<file path="src/hw/bridge_punch_pkg.sv">
// Constants, types and helpers shared by the punch-through status and mapping table block
`default_nettype none
package bridge_punch_pkg;
  // Configuration byte offsets
  localparam logic [11:0] PUNCH_SETUP_OFS = 12'h0a0;
  localparam logic [11:0] PUNCH_PAYLOAD_OFS = 12'h0a4;
  localparam logic [11:0] PUNCH_STATUS_OFS = 12'h0a8;
  localparam logic [11:0] MAP_POINTER_OFS = 12'h0ac;
  localparam logic [11:0] MAP_WINDOW_OFS = 12'h0b0;
  // Status field positions
  localparam int BUSY_BIT = 0;
  localparam int DONE_BIT = 1;
  localparam int CODE_LSB = 2;
  localparam int CODE_MSB = 4;
  localparam int ABORTED_BIT = 5;
  localparam int CAPABLE_BIT = 31;
  // Setup register: read_write_select position and writable bits
  localparam int READ_WRITE_SELECT_BIT = 31;
  localparam logic [31:0] SETUP_MASK = 32'hcfff_fffc;
  // Pointer field
  localparam int PTR_LSB = 2;
  localparam int PTR_MSB = 5;
  localparam int MAP_ENTRIES = 16;
  // Entry fields: valid 0, target_fn_number 18:16, target_slot_number 23:19, bus 31:24
  localparam int ENTRY_VALID_BIT = 0;
  localparam logic [31:0] ENTRY_MASK = 32'hffff_0001;
  localparam logic [3:0] BE_FULL = 4'hf;
  localparam logic [31:0] WORD_ZERO = 32'h0000_0000;

  // Completion codes
  typedef enum logic [2:0] {
    CPL_SC = 3'h0,
    CPL_UR = 3'h1,
    CPL_CRS = 3'h2,
    CPL_CA = 3'h3,
    CPL_RA = 3'h4
  } cpl_code_t;

  // Punch-through engine
  typedef enum logic [0:0] {
    PT_IDLE = 1'b0,
    PT_BUSY = 1'b1
  } punch_state_t;

  // Configuration access from the requester
  typedef struct packed {
    logic we;
    logic [11:0] addr;
    logic [3:0] be;
    logic [31:0] wdata;
  } cfg_req_t;

  // Transaction launched on the far side
  typedef struct packed {
    logic is_write;
    logic [31:0] setup;
    logic [3:0] be;
    logic [31:0] data;
  } punch_launch_t;

  // Dword offset match
  function automatic logic reg_hit(input logic [11:0] addr, input logic [11:0] ofs);
    reg_hit = (addr[11:2] == ofs[11:2]);
  endfunction

  // Byte enables widened to a bit mask
  function automatic logic [31:0] lane_mask(input logic [3:0] be);
    lane_mask = {{8{be[3]}}, {8{be[2]}}, {8{be[1]}}, {8{be[0]}}};
  endfunction
endpackage
`default_nettype wire

</file>
<file path="src/hw/map_entry_table.sv">
// Sixteen-entry requester mapping table with sticky storage
`default_nettype none
module map_entry_table
  import bridge_punch_pkg::*;
(
  // Clock and sticky reset
  input wire logic clock_i,
  input wire logic sticky_resetn_i,
  // Access port
  input wire logic [3:0] index_i,
  input wire logic we_i,
  input wire logic [31:0] wdata_i,
  output logic [31:0] rdata_o
);
  logic [31:0] entry_q [MAP_ENTRIES];

  // One register per entry; only the sticky reset clears them
  for (genvar g = 0; g < MAP_ENTRIES; g++) begin : g_entry
    always_ff @(posedge clock_i or negedge sticky_resetn_i) begin
      if (!sticky_resetn_i) begin
        entry_q[g] <= WORD_ZERO;
      end else if (we_i && (index_i == 4'(g))) begin
        entry_q[g] <= wdata_i & ENTRY_MASK;
      end
    end
  end

  // Combinational read; caller registers it
  assign rdata_o = entry_q[index_i];
endmodule
`default_nettype wire

</file>
<file path="src/hw/bridge_punch_status_and_map_table.sv">
// Punch-through setup, payload and status registers with mapping table access port
`default_nettype none
module bridge_punch_status_and_map_table
  import bridge_punch_pkg::*;
(
  // Clock and resets
  input wire logic clock_i,
  input wire logic resetn_i,
  input wire logic sticky_resetn_i,
  // Capability strap pin
  input wire logic punch_capable_i,
  // Configuration register access
  input wire logic cfg_valid_i,
  input wire cfg_req_t cfg_req_i,
  output logic cfg_ack_o,
  output logic cfg_ur_o,
  output logic [31:0] cfg_rdata_o,
  // Far-side transaction launch
  output logic launch_valid_o,
  output punch_launch_t launch_o,
  output logic abort_o,
  // Far-side completion
  input wire logic cpl_valid_i,
  input wire logic [2:0] cpl_code_i,
  input wire logic [31:0] cpl_data_i
);
  logic cap_meta_q, cap_q;
  punch_state_t state_q, state_d;
  logic done_q;
  logic [2:0] code_q;
  logic aborted_q;
  logic [31:0] setup_q, payload_q;
  logic [3:0] ptr_q;
  logic ack_q, ur_q, launch_valid_q, abort_q;
  logic [31:0] rdata_q;
  punch_launch_t launch_q;
  logic [31:0] tbl_rdata;

  // Access decode
  wire logic busy = (state_q == PT_BUSY);
  wire logic wr = cfg_valid_i & cfg_req_i.we;
  wire logic rd = cfg_valid_i & ~cfg_req_i.we;
  wire logic [31:0] bemask = lane_mask(cfg_req_i.be);
  wire logic hit_setup = reg_hit(cfg_req_i.addr, PUNCH_SETUP_OFS);
  wire logic hit_payload = reg_hit(cfg_req_i.addr, PUNCH_PAYLOAD_OFS);
  wire logic hit_status = reg_hit(cfg_req_i.addr, PUNCH_STATUS_OFS);
  wire logic hit_ptr = reg_hit(cfg_req_i.addr, MAP_POINTER_OFS);
  wire logic hit_window = reg_hit(cfg_req_i.addr, MAP_WINDOW_OFS);
  wire logic partial_window = cfg_valid_i & hit_window & (cfg_req_i.be != BE_FULL);
  wire logic op_write = setup_q[READ_WRITE_SELECT_BIT];

  // Engine events; a payload write while busy is dropped
  wire logic launch = wr & hit_payload & cap_q & ~busy;
  wire logic cpl = cpl_valid_i & busy;
  wire logic done_w1c = wr & hit_status & cfg_req_i.be[0] & cfg_req_i.wdata[DONE_BIT] & cap_q;
  // Completion in the same cycle beats the abort request
  wire logic abort = done_w1c & busy & ~cpl_valid_i;
  wire logic tbl_we = wr & hit_window & (cfg_req_i.be == BE_FULL);

  // Register images; status, setup and payload read zero when not capable, pointer and window do not
  wire logic [31:0] status_word = cap_q ?
    {1'b1, 25'h0, aborted_q, code_q, done_q, busy} : WORD_ZERO;
  wire logic [31:0] ptr_word = {26'h0, ptr_q, 2'h0};
  wire logic [31:0] setup_word = cap_q ? setup_q : WORD_ZERO;
  wire logic [31:0] payload_word = cap_q ? payload_q : WORD_ZERO;
  wire logic [31:0] rd_word = hit_status ? status_word :
    hit_ptr ? ptr_word :
    hit_window ? tbl_rdata :
    hit_setup ? setup_word :
    hit_payload ? payload_word : WORD_ZERO;

  // State transitions
  always_comb begin
    state_d = state_q;
    case (state_q)
      PT_IDLE: begin
        if (launch) state_d = PT_BUSY;
      end
      PT_BUSY: begin
        if (cpl || abort) state_d = PT_IDLE;
      end
      default: state_d = PT_IDLE;
    endcase
  end

  // Strap passes two flops; pin is asynchronous to the clock
  always_ff @(posedge clock_i or negedge resetn_i) begin
    if (!resetn_i) begin
      cap_meta_q <= 1'b1;
      cap_q <= 1'b1;
    end else begin
      cap_meta_q <= punch_capable_i;
      cap_q <= cap_meta_q;
    end
  end

  // Engine state and result code, cleared by resetn_i only, not by the sticky reset
  always_ff @(posedge clock_i or negedge resetn_i) begin
    if (!resetn_i) begin
      state_q <= PT_IDLE;
      code_q <= CPL_SC;
      aborted_q <= 1'b0;
    end else begin
      state_q <= state_d;
      if (cpl) begin
        code_q <= cpl_code_i;
        aborted_q <= (cpl_code_i == CPL_RA);
      end else if (abort) begin
        code_q <= CPL_RA;
        aborted_q <= 1'b1;
      end else if (launch) begin
        aborted_q <= 1'b0;
      end
    end
  end

  // Sticky registers survive the hot reset on resetn_i; only sticky_resetn_i clears them
  always_ff @(posedge clock_i or negedge sticky_resetn_i) begin
    if (!sticky_resetn_i) begin
      done_q <= 1'b0;
      ptr_q <= 4'h0;
      setup_q <= WORD_ZERO;
      payload_q <= WORD_ZERO;
    end else begin
      if (cpl) done_q <= 1'b1;
      else if (done_w1c || launch) done_q <= 1'b0;
      if (wr && hit_ptr && cfg_req_i.be[0]) ptr_q <= cfg_req_i.wdata[PTR_MSB:PTR_LSB];
      if (wr && hit_setup && cap_q) setup_q <= (setup_q & ~bemask) | (cfg_req_i.wdata & bemask & SETUP_MASK);
      if (launch && op_write) payload_q <= (payload_q & ~bemask) | (cfg_req_i.wdata & bemask);
      else if (cpl && !op_write) payload_q <= cpl_data_i;
    end
  end

  // Answer and launch outputs, one cycle after the request
  always_ff @(posedge clock_i or negedge resetn_i) begin
    if (!resetn_i) begin
      ack_q <= 1'b0;
      ur_q <= 1'b0;
      rdata_q <= WORD_ZERO;
      launch_valid_q <= 1'b0;
      launch_q <= '0;
      abort_q <= 1'b0;
    end else begin
      ack_q <= cfg_valid_i;
      ur_q <= partial_window;
      rdata_q <= (rd && !partial_window) ? rd_word : WORD_ZERO;
      launch_valid_q <= launch;
      abort_q <= abort;
      if (launch) launch_q <= '{is_write: op_write, setup: setup_q, be: cfg_req_i.be, data: cfg_req_i.wdata};
    end
  end

  assign cfg_ack_o = ack_q;
  assign cfg_ur_o = ur_q;
  assign cfg_rdata_o = rdata_q;
  assign launch_valid_o = launch_valid_q;
  assign launch_o = launch_q;
  assign abort_o = abort_q;

  // Mapping table storage
  map_entry_table u_table (
    .clock_i(clock_i),
    .sticky_resetn_i(sticky_resetn_i),
    .index_i(ptr_q),
    .we_i(tbl_we),
    .wdata_i(cfg_req_i.wdata),
    .rdata_o(tbl_rdata)
  );
endmodule
`default_nettype wire

</file>
<file path="config.mk">
export PLATFORM = sky130hd
export DESIGN_NAME = bridge_punch_status_and_map_table
export DESIGN_NICKNAME = d
export VERILOG_FILES = /design/src/hw/bridge_punch_pkg.sv /design/src/hw/map_entry_table.sv /design/src/hw/bridge_punch_status_and_map_table.sv
export SDC_FILE = /design/constraint.sdc
export NUM_CORES = 1
export LEC_CHECK = 0
export ABC_CLOCK_PERIOD_IN_PS = 2500
export CORE_ASPECT_RATIO = 1.25
export CORE_MARGIN = 2
export CORE_UTILIZATION = 55
export CTS_BUF_LIST = sky130_fd_sc_hd__clkbuf_16
export CTS_CLUSTER_DIAMETER = 100
export DETAILED_ROUTE_END_ITERATION = 8
export DONT_BUFFER_PORTS = 1
export GPL_ROUTABILITY_DRIVEN = 0
export PLACE_DENSITY = 0.8
export SYNTH_ARGS = -nofsm -noshare
export SYNTH_HDL_FRONTEND = slang
export SYNTH_HIERARCHICAL = 1
export SYNTH_SLANG_ARGS = --single-unit
export TNS_END_PERCENT = 1
</file>
<file path="constraint.sdc">
create_clock -name clock_i -period 2.5 [get_ports clock_i]
set_clock_uncertainty 0.15 [all_clocks]
set_input_delay 0.25 -clock clock_i [delete_from_list [all_inputs] [get_ports clock_i]]
set_output_delay 0.25 -clock clock_i [all_outputs]
set_load 0.005 [all_outputs]
</file>
==> Yosys cells after proc, flatten, opt, wreduce, memory -nomap -nowiden <==
Cells that the tools add are included.
{ "totals": {"ff_bits": 453, "input_bits": 90, "out_inout_bits": 105, "elab_cells": 140} }
{ "classes": {"n_reduce_logical": 32, "order_cmp": 1, "n_mux": 24, "eq_ne": 23, "n_bitwise": 26} }
{ "op_table": {"columns": ["cell", "count"], "rows": [
  ["$mux 32", 13],
  ["$bmux 32 s4", 1],
  ["$and 32x32->32", 3],
  ["$or 32x32->32", 2],
  ["$eq 10x6->1 const B", 5],
  ["$eq 4x4->1 const B", 9],
  ["$not 32->32", 1],
  ["$logic_and 1x1->1", 23],
  ["$and 1x1->1", 16],
  ["$eq 4x3->1 const B", 4],
  ["$eq 4x2->1 const B", 2],
  ["$mux 1", 7],
  ["$mux 3", 2],
  ["$reduce_bool 2->1", 3],
  ["$ge 5x5->1 const B", 1],
  ["$not 4->5", 1],
  ["$eq 4x1->1 const B", 1],
  ["$logic_not 4->1", 1],
  ["$ne 4x4->1 const B", 1],
  ["$eq 3x3->1 const B", 1],
  ["$not 1->1", 3],
  ["$reduce_bool 3->1", 1],
  ["$logic_not 1->1", 2],
  ["$logic_or 1x1->1", 2],
  ["$pmux 1 s2", 1]
]} }

==> Depth between registers and ports, before layout <==
{ "depth": {"depth_word": 10, "mapped_depth": 11, "depth_no_buf": 7} }

==> By module <==
Netlist, hierarchy kept.
{ "by_module_without_submodules": {"columns": ["mod", "area_per_inst_um2", "cells_each", "seq_area_each_um2", "instances"], "rows": [
  ["map_entry_table", 12406.9, 770, 6806.5, 1],
  ["bridge_punch_status_and_map_table", 7838.8, 550, 4506.8, 1]
]} }

==> Worst setup path after synthesis <==
OpenSTA, ideal clock, no wires.
{ "synth_timing": {"path_type": "input-to-reg", "from": "in cfg_req_i[47] in the netlist's numbering", "to": "reg u_table/entry_q[405] in the netlist's numbering", "slack_ns": -1.079, "setup_time_ns": 0.125, "stages": 11, "t_arrival_ns": 3.304, "n_path_buf": 4, "required_time_ns": 2.225, "path_cell_list": "or3_1 buf_2 nor4_2 buf_2 inv_1 nor3_1 nor3b_2 nor2b_1 buf_2 buf_2 mux2_2"} }
{ "synth_via": {"elab_chain_len": 4} }
{ "synth_rtl": {"columns": ["element", "line", "source"], "rows": [
  ["start, declared", "bridge_punch_status_and_map_table.sv:14", "input wire cfg_req_t cfg_req_i,"],
  ["$eq 10x6->1", "bridge_punch_pkg.sv:63", "reg_hit = (addr[11:2] == ofs[11:2]);"],
  ["$and 1x1->1 (2 in series)", "bridge_punch_status_and_map_table.sv:58", "wire logic tbl_we = wr & hit_window & (cfg_req_i.be == BE_FULL);"],
  ["via tbl_we", "bridge_punch_status_and_map_table.sv:58", null],
  ["$logic_and 1x1->1", "map_entry_table.sv:22", "end else if (we_i && (index_i == 4'(g))) begin"],
  ["end signal, assigned by index", "map_entry_table.sv:23", "entry_q[g] <= wdata_i & ENTRY_MASK;"],
  ["end, declared", "map_entry_table.sv:15", "logic [31:0] entry_q [MAP_ENTRIES];"]
]} }
The timed path passes the listed nets, and every way through them passes these cells.
A chain may end at the register's enable or synchronous reset.

==> Worst setup path in the final report <==
{ "layout_timing": {"from": "reg cap_q", "to": "reg launch_q (netlist bit launch_o[25])"} }
{ "layout_via": {"elab_chain_len": 2} }
{ "layout_rtl": {"columns": ["element", "line", "source"], "rows": [
  ["start, declared", "bridge_punch_status_and_map_table.sv:27", "logic cap_meta_q, cap_q;"],
  ["start signal, assigned", "bridge_punch_status_and_map_table.sv:93", "cap_q <= cap_meta_q;"],
  ["$and 1x1->1 (2 in series)", "bridge_punch_status_and_map_table.sv:53", "wire logic launch = wr & hit_payload & cap_q & ~busy;"],
  ["end signal, assigned", "bridge_punch_status_and_map_table.sv:149", "if (launch) launch_q <= '{is_write: op_write, setup: setup_q, be: cfg_req_i.be, data: cfg_req_i.wdata};"],
  ["end, declared", "bridge_punch_status_and_map_table.sv:36", "punch_launch_t launch_q;"]
]} }
No other way between the ends.

==> flow_metrics.env <==
export IMPL_status="finished, violations left"
export IMPL_violations="negative hold slack, negative setup slack"
export IMPL_rsz0062_at_grt="true"
export IMPL_die_w_um=175.6
export IMPL_dr_total_vias=12130
export IMPL_grt_pass1_wl_mm=78.31
export IMPL_cap_violations=0
export IMPL_clk_pin_slew_ps=60
export IMPL_grt_max_degree=342
export IMPL_dr_pass1_iters=7
export IMPL_die_area_um2=38370
export IMPL_syn_area_um2=20250
export IMPL_leakage_nw=11.52
export IMPL_initial_core_util_pct=55.77
export IMPL_fin_crit_sh_pct=100.7
export IMPL_slew_headroom_pct=27.28
export IMPL_cts_root_buf="clkbuf_16"
export IMPL_rows=78
export IMPL_crit_fanout=33
export IMPL_antenna_left=0
export IMPL_yosysUniqueCellTypes=49
export IMPL_fin_area_um2=23400
export IMPL_setup_slack_ps=-16.45
export IMPL_fp_dieH_um=218.5
export IMPL_synth_main_ff_cell="dfrtp_1"
export IMPL_pin_count=195
export IMPL_nFillCells=2412
export IMPL_worst_setup_path_start_kind="register"
export IMPL_ys_ff_latch=452
export IMPL_power_mw=13.82
export IMPL_syn_area_per_cell_um2=15.34
export IMPL_timing_setup_tns_ps=-32.99
export IMPL_io_buffers=0
export IMPL_post_drt_wl_per_cell_um=25.44
export IMPL_drive_above_1_share_pct=43.29
export IMPL_drt_initial_drc_count=1016
export IMPL_area_growth_pct=15.57
export IMPL_hold_path_class="in -> async"
export IMPL_cts_buffers=42
export IMPL_instances_no_fill=1949
export IMPL_drc=0
export IMPL_dp_slack_ps=-184.5
export IMPL_cts_tree="done"
export IMPL_path_class="reg -> reg"
export IMPL_dpl_instance_area_um2=21240
export IMPL_ys_warn_count=6
export IMPL_dp_hpwl_mm=31.72
export IMPL_insertion_delay_ps=550
export IMPL_hold_viol_final=452
export IMPL_grt_pass1_vias=13520
export IMPL_utilization_pct=64.45
export IMPL_dp_cells=1791
export IMPL_antenna_found_initial=6
export IMPL_coreArea_um2=36300
export IMPL_tightest_slew_ps=1091
export IMPL_power_density_nw_per_um2=590.7
export IMPL_htreeDepth=2
export IMPL_hold_buffers=80
export IMPL_finalCriticalPeriod_ps=2516
export IMPL_arrival_ps=2790
export IMPL_slew_violations=0
export IMPL_cts_buffer_depth=3
export IMPL_via_per_inst=6.225
export IMPL_cts_sinks=452
export IMPL_nNetsFinal=1526
export IMPL_setup_viol=7
export IMPL_overflow=0
export IMPL_yosysSeqAreaShare_pct=55.88
export IMPL_fmax_mhz=397.4
export IMPL_ir_drop_v=0.0004918
export IMPL_track_usage_pct=26.39
export IMPL_whs_ps=-763.4
export IMPL_wl_mm=49.58
export IMPL_synth_edff_count=0
export IMPL_critPathCaptureType="register"
export IMPL_async_flop_share_pct=100.0
export IMPL_synthCells=1320
export IMPL_worstPathRequired_ps=2780
## what timing repair did
| action | in CTS | in global routing |
|---|---|---|
| buffers inserted | 0 | 1 |
| pin swaps | 0 | 1 |
| endpoints found under the setup margin | 38 | 83 |
| gates resized for setup | 2 | 7 |
| endpoints found under the hold margin | 870 | 452 |
## kinds of logic (layout without fill, tap and decap cells)
kind of cell    after synthesis  after routing  synth area share, %
buf+inv                     112            245                3.078
flops                       452            452                55.88
mux                         476            476                31.80
simple gates                160            160                4.536
other cells                   1             17              0.01852
compound gates              119            119                4.685
## area by class of cell
type	count	area, um2	area share, %
tap	480	600.6	2.567
clock inverter	33	246.5	1.053
inverter	2	7.507	0.03209
multi-input combinational	770	8444	36.09
clock buffer	42	1051	4.492
antenna	2	5.005	0.02139
sequential	452	11320	48.37
timing repair buffer	168	1724	7.369
## cell usage after synthesis, drive strengths merged, types with 3 or more instances
master	instances	area, um2
dfrtp	450	11260
mux2	397	4797
buf	73	476.7
mux4	68	1531
a22oi	59	442.9
nor2	51	214.0
and2	41	256.5
clkbuf	37	138.9
a221o	32	320.3
nand2	27	101.4
a21oi	13	65.06
mux2i	11	110.1
nand2b	7	43.79
a221oi	6	52.55
nor4	5	73.82
or3	5	31.28
nor2b	4	25.02
a32o	3	30.03
nand3b	3	38.79
nand4b	3	26.28
nor3	3	15.01
o21ai	3	15.01
## power breakdown
group / leakage (nW) / switching [mW] / total [mW] / internal (mW)
Sequential: 6.30 / 0.00779 / 7.33 / 7.32
Clock: 0.667 / 2.79 / 6.17 / 3.38
Combinational: 4.55 / 0.188 / 0.322 / 0.134
## worst max-delay path, stage by stage (launching register included)
cell     delay (ps)
dfstp_2         550
or3b_1          510
or4_4           580
buf_12          210
mux2_4          330
## metal layers
layer	vias up	track usage [%]	part of all wire (%)
met2	513	45.64	51
met3	128	5.045	6.2
li1	5081	-	-
met4	8	9.890	3.1
met5	-	0	0.099
met1	6403	33.07	39
## cells in the final DEF, fill, tap and decap left out, types with 3 or more instances in the layout
master	instances
dfrtp_1	448
mux2_2	293
mux2_4	88
dlygate4sd3_1	78
buf_4	68
mux4_2	68
a22oi_1	57
clkbuf_16	42
and2_1	41
nor2_1	41
a221o_1	32
nand2_1	25
buf_12	21
mux2_1	16
conb_1	15
mux2i_1	11
inv_1	10
a21oi_1	10
nor2_2	10
clkinv_2	8
nand2b_1	7
clkinv_1	7
a221oi_1	6
or3_1	5
nor4_4	4
a21oi_2	3
a32o_1	3
nor2b_1	3
nand4b_1	3
clkinvlp_4	3
bufinv_16	3
## worst paths after layout
kind	slack (ps)	cells past startpoint	endpoint	start
min reg2reg	210	0	cap_q	cap_meta_q
max reg2reg	-20	4	launch_o[25]	cap_q
min	-760	0	async pin	sticky_resetn_i
min in group clock_i	30	3	cfg_rdata_o[16]	cfg_req_i[38]
max	-20	4	launch_o[25]	cap_q
max in group asynchronous	2040	0	ptr_q[0]	sticky_resetn_i
Note: power is estimated with default switching activity, not from simulation.
